### src/rtl/ftpc_consts.vh
`ifndef FTPC_CONSTS_VH
`define FTPC_CONSTS_VH

// ****************************************
// Register indices (byte address = 4 x index)
// ****************************************
`define FTPC_IDX_ONE_SELECT 8'h56
`define FTPC_IDX_TWO_SELECT 8'h57
`define FTPC_IDX_CONTROL 8'h58
`define FTPC_IDX_ONE_COUNT 8'h59

// ****************************************
// Control field positions
// ****************************************
`define FTPC_ONE_SRC_BIT 0
`define FTPC_TWO_SRC_BIT 1
`define FTPC_ONE_MULT_BIT 2
`define FTPC_TWO_MULT_BIT 3
`define FTPC_ONE_DIV_LSB 4
`define FTPC_ONE_DIV_MSB 5
`define FTPC_TWO_DIV_LSB 6
`define FTPC_TWO_DIV_MSB 7
`define FTPC_CLK_SELECT_BIT 7

// ****************************************
// Reset values
// ****************************************
`define FTPC_CONTROL_RST 8'h50
`define FTPC_COUNT_RST 8'h00
`define FTPC_SELECT_RST 1'h0
`define FTPC_COUNT_MAX 8'hFF

// ****************************************
// Bus responses
// ****************************************
`define FTPC_RESP_OKAY 2'h0
`define FTPC_RESP_SLVERR 2'h2

`endif

### src/rtl/ftpc_tach_counter.v
`timescale 1ns/1ps
`default_nettype none

module ftpc_tach_counter #(
    parameter PW = 16
) (
    input wire clock,
    input wire rst_b,
    input wire [PW-1:0] tickPeriod,
    input wire tachIn,
    output reg [7:0] count
);

`include "ftpc_consts.vh"

reg [PW-1:0] tickCnt;
reg [7:0] runCount;
reg tachPrev;
wire tick;
wire pulseEdge;

// A period shortened mid-count still ends at once thanks to the >= test
assign tick = (tickCnt >= tickPeriod - {{(PW-1){1'b0}}, 1'b1});
assign pulseEdge = tachIn & ~tachPrev;

// ****************************************
// Counting clock and pulse period count
// ****************************************
always @(posedge clock) begin
    if (!rst_b) begin
        tickCnt <= {PW{1'b0}};
        runCount <= `FTPC_COUNT_RST;
        tachPrev <= 1'b0;
        count <= `FTPC_COUNT_RST;
    end else begin
        tachPrev <= tachIn;
        if (tick || pulseEdge) begin
            tickCnt <= {PW{1'b0}};
        end else begin
            tickCnt <= tickCnt + {{(PW-1){1'b0}}, 1'b1};
        end
        // latch at pulse end
        if (pulseEdge) begin
            count <= runCount;
            runCount <= `FTPC_COUNT_RST;
        end else if (tick && runCount != `FTPC_COUNT_MAX) begin
            // count ticks per pulse
            runCount <= runCount + 8'h01;
        end
    end
end

endmodule

`default_nettype wire

### src/rtl/ftpc_top.v
// Design decision made here: register access over AXI4-Lite.
`timescale 1ns/1ps
`default_nettype none

// Notes on behaviour
// Fan one counting clock from control bit 0, multiplier, and select bit 7.
// Fan two counting clock from control bit 1, multiplier, and select bit 7.
// Control bit 2 set doubles the fan one counting rate.
// Control bit 3 set doubles the fan two counting rate.
// Bits 5:4 divide fan one count by 1,2,4,8; reset code divide by 2.
// Bits 7:6 divide fan two count by 1,2,4,8; reset code divide by 2.
// Control register resets to 0x50 and is host read/write.
// Fan one count holds 8-bit counting-clock cycles per fan pulse.
// Count shows the latched final count of the previous pulse.
// Counting clock rate per mode comes from configurable constants.
module ftpc_top #(
    parameter AW = 12,
    parameter PW = 16,
    parameter [PW-1:0] BASE_MODE0 = 16'h0400,
    parameter [PW-1:0] BASE_MODE1 = 16'h0200,
    parameter [PW-1:0] BASE_MODE2 = 16'h0100,
    parameter [PW-1:0] BASE_MODE3 = 16'h0080
) (
    input wire clock,
    input wire rst_b,
    input wire [AW-1:0] s_axi_awaddr,
    input wire s_axi_awvalid,
    output wire s_axi_awready,
    input wire [31:0] s_axi_wdata,
    input wire [3:0] s_axi_wstrb,
    input wire s_axi_wvalid,
    output wire s_axi_wready,
    output reg [1:0] s_axi_bresp,
    output reg s_axi_bvalid,
    input wire s_axi_bready,
    input wire [AW-1:0] s_axi_araddr,
    input wire s_axi_arvalid,
    output wire s_axi_arready,
    output reg [31:0] s_axi_rdata,
    output reg [1:0] s_axi_rresp,
    output reg s_axi_rvalid,
    input wire s_axi_rready,
    input wire fanOneTach,
    input wire fanTwoTach,
    output wire [7:0] fanTwoCount
);

`include "ftpc_consts.vh"

// ****************************************
// Register storage
// ****************************************
reg [7:0] fanClockControl;
reg fanOneSelect;
reg fanTwoSelect;
wire [7:0] fanOneTachCount;

reg awHeld;
reg wHeld;
reg [AW-1:0] awAddr;
reg [31:0] wData;
reg [3:0] wStrb;

wire [PW-1:0] fanOnePeriod;
wire [PW-1:0] fanTwoPeriod;

// ****************************************
// Helpers
// ****************************************
function [AW-1:0] byteAddr;
    input [7:0] idx;
    begin
        byteAddr = {{(AW-10){1'b0}}, idx, 2'b00};
    end
endfunction

// per-mode rate constants
function [PW-1:0] periodOf;
    input src;
    input sel;
    input mult;
    input [1:0] div;
    reg [PW-1:0] base;
    begin
        case ({sel, src})
            2'h0: base = BASE_MODE0;
            2'h1: base = BASE_MODE1;
            2'h2: base = BASE_MODE2;
            default: base = BASE_MODE3;
        endcase
        // Halving the tick period doubles the counting rate
        if (mult) begin
            base = base >> 1;
        end
        // Dividing the count means stretching the tick period
        periodOf = base << div;
        if (periodOf == {PW{1'b0}}) begin
            periodOf = {{(PW-1){1'b0}}, 1'b1};
        end
    end
endfunction

// fan one source and select
// fan one multiplier
// fan one divisor
assign fanOnePeriod = periodOf(fanClockControl[`FTPC_ONE_SRC_BIT], fanOneSelect,
    fanClockControl[`FTPC_ONE_MULT_BIT],
    fanClockControl[`FTPC_ONE_DIV_MSB:`FTPC_ONE_DIV_LSB]);

// fan two source and select
// fan two multiplier
// fan two divisor
assign fanTwoPeriod = periodOf(fanClockControl[`FTPC_TWO_SRC_BIT], fanTwoSelect,
    fanClockControl[`FTPC_TWO_MULT_BIT],
    fanClockControl[`FTPC_TWO_DIV_MSB:`FTPC_TWO_DIV_LSB]);

// ****************************************
// Tachometer channels
// ****************************************
ftpc_tach_counter #(
    .PW(PW)
) fanOneCounter (
    .clock(clock),
    .rst_b(rst_b),
    .tickPeriod(fanOnePeriod),
    .tachIn(fanOneTach),
    .count(fanOneTachCount)
);

ftpc_tach_counter #(
    .PW(PW)
) fanTwoCounter (
    .clock(clock),
    .rst_b(rst_b),
    .tickPeriod(fanTwoPeriod),
    .tachIn(fanTwoTach),
    .count(fanTwoCount)
);

// ****************************************
// Write channel
// ****************************************
// Address and data are parked independently so either may arrive first
assign s_axi_awready = ~awHeld & ~s_axi_bvalid;
assign s_axi_wready = ~wHeld & ~s_axi_bvalid;

wire doWrite;
wire writeHit;
assign doWrite = awHeld & wHeld;
assign writeHit = (awAddr == byteAddr(`FTPC_IDX_CONTROL)) ||
    (awAddr == byteAddr(`FTPC_IDX_ONE_SELECT)) ||
    (awAddr == byteAddr(`FTPC_IDX_TWO_SELECT));

always @(posedge clock) begin
    if (!rst_b) begin
        awHeld <= 1'b0;
        wHeld <= 1'b0;
        awAddr <= {AW{1'b0}};
        wData <= 32'h00000000;
        wStrb <= 4'h0;
        s_axi_bvalid <= 1'b0;
        s_axi_bresp <= `FTPC_RESP_OKAY;
    end else begin
        if (s_axi_awvalid && s_axi_awready) begin
            awHeld <= 1'b1;
            awAddr <= s_axi_awaddr;
        end
        if (s_axi_wvalid && s_axi_wready) begin
            wHeld <= 1'b1;
            wData <= s_axi_wdata;
            wStrb <= s_axi_wstrb;
        end
        if (doWrite) begin
            awHeld <= 1'b0;
            wHeld <= 1'b0;
            s_axi_bvalid <= 1'b1;
            s_axi_bresp <= writeHit ? `FTPC_RESP_OKAY : `FTPC_RESP_SLVERR;
        end else if (s_axi_bvalid && s_axi_bready) begin
            s_axi_bvalid <= 1'b0;
        end
    end
end

// control reset and host writes
always @(posedge clock) begin
    if (!rst_b) begin
        fanClockControl <= `FTPC_CONTROL_RST;
        fanOneSelect <= `FTPC_SELECT_RST;
        fanTwoSelect <= `FTPC_SELECT_RST;
    end else if (doWrite && wStrb[0]) begin
        if (awAddr == byteAddr(`FTPC_IDX_CONTROL)) begin
            fanClockControl <= wData[7:0];
        end
        if (awAddr == byteAddr(`FTPC_IDX_ONE_SELECT)) begin
            fanOneSelect <= wData[`FTPC_CLK_SELECT_BIT];
        end
        if (awAddr == byteAddr(`FTPC_IDX_TWO_SELECT)) begin
            fanTwoSelect <= wData[`FTPC_CLK_SELECT_BIT];
        end
    end
end

// ****************************************
// Read channel
// ****************************************
assign s_axi_arready = ~s_axi_rvalid;

reg [31:0] next_rdata;
reg [1:0] next_rresp;

always @* begin
    next_rdata = 32'h00000000;
    next_rresp = `FTPC_RESP_OKAY;
    if (s_axi_araddr == byteAddr(`FTPC_IDX_CONTROL)) begin
        next_rdata = {24'h000000, fanClockControl};
    end else if (s_axi_araddr == byteAddr(`FTPC_IDX_ONE_COUNT)) begin
        // latched count readback
        next_rdata = {24'h000000, fanOneTachCount};
    end else if (s_axi_araddr == byteAddr(`FTPC_IDX_ONE_SELECT)) begin
        next_rdata = {24'h000000, fanOneSelect, 7'h00};
    end else if (s_axi_araddr == byteAddr(`FTPC_IDX_TWO_SELECT)) begin
        next_rdata = {24'h000000, fanTwoSelect, 7'h00};
    end else begin
        next_rresp = `FTPC_RESP_SLVERR;
    end
end

always @(posedge clock) begin
    if (!rst_b) begin
        s_axi_rvalid <= 1'b0;
        s_axi_rdata <= 32'h00000000;
        s_axi_rresp <= `FTPC_RESP_OKAY;
    end else if (s_axi_arvalid && s_axi_arready) begin
        s_axi_rvalid <= 1'b1;
        s_axi_rdata <= next_rdata;
        s_axi_rresp <= next_rresp;
    end else if (s_axi_rvalid && s_axi_rready) begin
        s_axi_rvalid <= 1'b0;
    end
end

endmodule

`default_nettype wire

### config.mk
export PLATFORM = sky130hd
export DESIGN_NAME = ftpc_top
export DESIGN_NICKNAME = d
export VERILOG_FILES = /design/src/rtl/ftpc_tach_counter.v /design/src/rtl/ftpc_top.v
export VERILOG_INCLUDE_DIRS = /design/src /design/src/rtl
export SDC_FILE = /design/constraint.sdc
export NUM_CORES = 1
export LEC_CHECK = 0
export BUFFER_PORTS_ARGS = -buffer_cell sky130_fd_sc_hd__buf_4
export CAP_MARGIN = 0
export CORE_MARGIN = 4
export CORE_UTILIZATION = 40
export CTS_CLUSTER_DIAMETER = 60
export DETAILED_ROUTE_END_ITERATION = 8
export GPL_TIMING_DRIVEN = 0
export PLACE_DENSITY_LB_ADDON = 0.08
export SLEW_MARGIN = 25
export SYNTH_ARGS = -nofsm -noshare
export SYNTH_HDL_FRONTEND = slang
export SYNTH_SLANG_ARGS = --single-unit
### constraint.sdc
create_clock -name clock -period 2.4 [get_ports clock]
set_input_delay 0.24 -clock clock [delete_from_list [all_inputs] [get_ports clock]]
set_output_delay 0.24 -clock clock [all_outputs]
set_load 0.01 [all_outputs]
==> summary.txt <==
Run status
  – Status: finished with violations
  – Failing checks: negative setup slack

Cells and area
  – Finished Layout Cells: 999
  – Share of layout cells above drive strength 1: 0.261
  – Most common cell after layout, fill and taps aside: nand2_1
  – # diodes: 0
  – Nets: 919
  – Area Overhead vs Synth: 32.6%
  – Most frequent cells in the layout: nand2_1, dfxtp_1, buf_4, nor2_1, conb_1
  – Finished Cell Area: between 7000 and 8000 µm²

Floorplanning
  – Initial Util: 0.409
  – Die area: about 16000 µm²
  – Die Width: ~130 µm
  – Die Span Y: around 130 µm
  – Core Box Area: ~14000 µm²
  – Top-level I/O count: around 120
  – Row cnt: 43

Drt
  – # DRC: 0
  – Detailed Route Iter0 Violations: 228
  – Antenna Nets Post-Route: 0
  – Vias per inst: 5.02
  – Final WL: 14.1 mm
  – Drt pass-1 iters: 4
  – Vias: between 5000 and 6000
  – Avg WL per Cell: 14.1 µm

Worst hold path
  – Hold Crit Class: in -> reg

Timing
  – F_max: approximately 370 MHz
  – Slew of the pin with the lowest slew margin: about 0.70 ns
  – Period utilization: 1.13
  – WHS: 0.108 ns
  – RSZ-0062 raised after global routing: yes
  – Final Hold Viols: 0
  – Final WS setup: -0.317 ns
  – Slew margin rel.: 0.528
  – Clock skew: ~0.008 ns
  – Setup Viol. Count Final: 44
  – Pins Over Slew Limit: 0
  – Final min period: between 2 and 3 ns

Synthesis
  – Average size of a mapped cell: roughly 8.5 µm²
  – Mapped Cells: 675
  – Synth Cell Area: roughly 5700 µm²
  – Synth warn: 0
  – Post-synthesis sequential area ratio: 0.389
  – Top_reg_cell synth: dfxtp_1
  – EDFF count, synth: 0
  – Synth cell types: 56
  – Post-synthesis register bit count: about 110
  – Post-synth ARST share: 0

Clock network
  – Clock Sink Count: 111
  – H-tree levels: 3
  – CTS Hold Bufs: 0
  – Clock buffer depth: 2
  – Root Driver: clkbuf_16
  – CTS Buf Count: 9
  – CTS tree: yes
  – Worst-skew pair later-pin latency: roughly 0.36 ns
  – Clk slew on worst S/H paths: 0.08 ns

Placed design
  – DP Wirelength: 10.2 mm
  – Port Buffers: 64
  – Placer Congestion: between 0.8 and 0.9
  – Dpl cells: around 960
  – DP Area: 6620 µm²

Global route
  – Largest net degree at the start of global routing: 21
  – Initial antenna violation count: 0
  – Global-route wire length before repair: 23.1 mm
  – Vias in the first global route: between 4000 and 5000
  – Global route overflow: 0
  – Tot GR Track Use: 0.175

Worst setup path
  – Setup CP Type: reg -> reg
  – Worst setup SP type: flip-flop
  – CP Capture Type: flip-flop
  – Critical Path Fanout Max: 5
  – Worst EP required: between 2 and 3 ns
  – WP data arrival: ~3.0 ns

Pwr
  – PD cells: roughly 520 nW/µm²
  – Static Leak: between 3 and 4 nW
  – Peak VDD IR: 0.000385 V
  – Total Power: 3.94 mW

Job
  – Maxcap violations: 0
[worst max-delay path, stage by stage (launching register included)]
cell	delay, ns
dfxtp_4	0.37
nor2b_4	0.17
o21ai_2	0.06
a21boi_4	0.15
a32oi_2	0.16
ha_1	0.28
and3_4	0.16
a221o_1	0.33
a2111oi_4	0.34
a2bb2oi_4	0.15
nand2b_4	0.22
clkbuf_16	0.18
nor2_2	0.09
[Yosys cell counts (5+ instances only)]
library cell  instances  area share
nor2b_1              14       0.015
and3_1               15       0.016
o211ai_1              5      0.0066
xnor2_1               7       0.011
ha_1                 36       0.079
a21oi_1              21       0.018
dfxtp_1             111        0.39
inv_1                10      0.0066
nand2b_1             11       0.012
xor2_1               21       0.032
nand2_1             122       0.080
nor3b_1               8       0.011
a221oi_1              8       0.012
o21ai_0              16       0.014
buf_4                26       0.034
nor3_1                6      0.0053
a21boi_0             41       0.054
clkbuf_1             15      0.0099
nor2_1               67       0.044
nand4_1               7      0.0077
mux2i_1              12       0.021
nand3_1              22       0.019
and2_1                7      0.0077
or4_1                 7      0.0092
[where the power goes]
| group | switching [mW] | internal [mW] | total (mW) | leakage [nW] |
|---|---|---|---|---|
| combinational | 0.207 | 0.193 | 0.400 | 2.08 |
| clock | 0.763 | 0.867 | 1.63 | 0.159 |
| sequential | 0.0310 | 1.88 | 1.91 | 0.904 |
[registers in the layout (all words and copies together), names as in the netlist]
register	cells
s_axi_bvalid	1
s_axi_rvalid	1
fanTwoSelect	1
fanTwoCounter.runCount	8
s_axi_bresp	1
s_axi_rdata	8
fanTwoCounter.tachPrev	1
fanOneCounter.tachPrev	1
wStrb	1
fanTwoCounter.count	8
fanOneCounter.count	8
s_axi_rresp	1
fanClockControl	8
wHeld	1
wData	8
fanOneSelect	1
awHeld	1
fanOneCounter.tickCnt	16
awAddr	12
fanTwoCounter.tickCnt	16
fanOneCounter.runCount	8
[layout make-up]
| type | count | area, µm² |
|---|---|---|
| tap | 180 | 225 |
| timing repair buffer | 87 | 734 |
| inverter | 10 | 37.5 |
| clock buffer | 10 | 239 |
| clock inverter | 6 | 83.8 |
| buffer | 50 | 329 |
| multi-input combinational | 545 | 3670 |
| sequential | 111 | 2240 |
| fill | 1310 | 6370 |
[per-stage QoR]
| step | worst slack (ns) | setup TNS (ns) | util |
|---|---|---|---|
| floorplan | -0.0310 | -0.281 | - |
| global placement | -0.389 | -13.48 | 0.475 |
| detailed placement | -0.455 | -17.41 | 0.475 |
| CTS | -0.376 | -10.04 | 0.524 |
| global route | -0.439 | -14.36 | 0.543 |
| finish | -0.317 | -8.10 | 0.543 |
[timing repair]
action | CTS | global route
gates resized for setup | 51 | 55
setup buffers | 18 | 3
pin swaps | 40 | 22
endpoints found under the setup margin | 48 | 48
gates cloned | 1 | 1
[final timing paths]
check | from | to | slack (ns) | cells after the start
min reg2reg | wData[2] | wData[2] | 0.46 | 2
min | fanTwoTach | fanTwoCounter.tachPrev | 0.11 | 2
max | fanClockControl[2] | fanOneCounter.tickCnt[9] | -0.32 | 12
max reg2reg | fanClockControl[2] | fanOneCounter.tickCnt[9] | -0.32 | 12
[logic make-up after synthesis]
family / share of synthesized area
other: 0.00132
buffers and inverters: 0.0607
adders and majority gates: 0.0789
muxes: 0.0211
AOI/OAI and AO/OA: 0.155
and+or+nand+nor: 0.250
xor gates and xnor gates: 0.0430
DFF: 0.389
[metal layers]
| metal | vias to the layer above | share of wire | GRT usage |
|---|---|---|---|
| met2 | 118 | 0.47 | 0.288 |
| met4 | 0 | 0.020 | 0.0656 |
| met5 | - | 0 | 0 |
| met1 | 2324 | 0.46 | 0.223 |
| met3 | 20 | 0.052 | 0.0385 |
| li1 | 2557 | - | - |
Note: power is estimated with default switching activity, not from simulation.
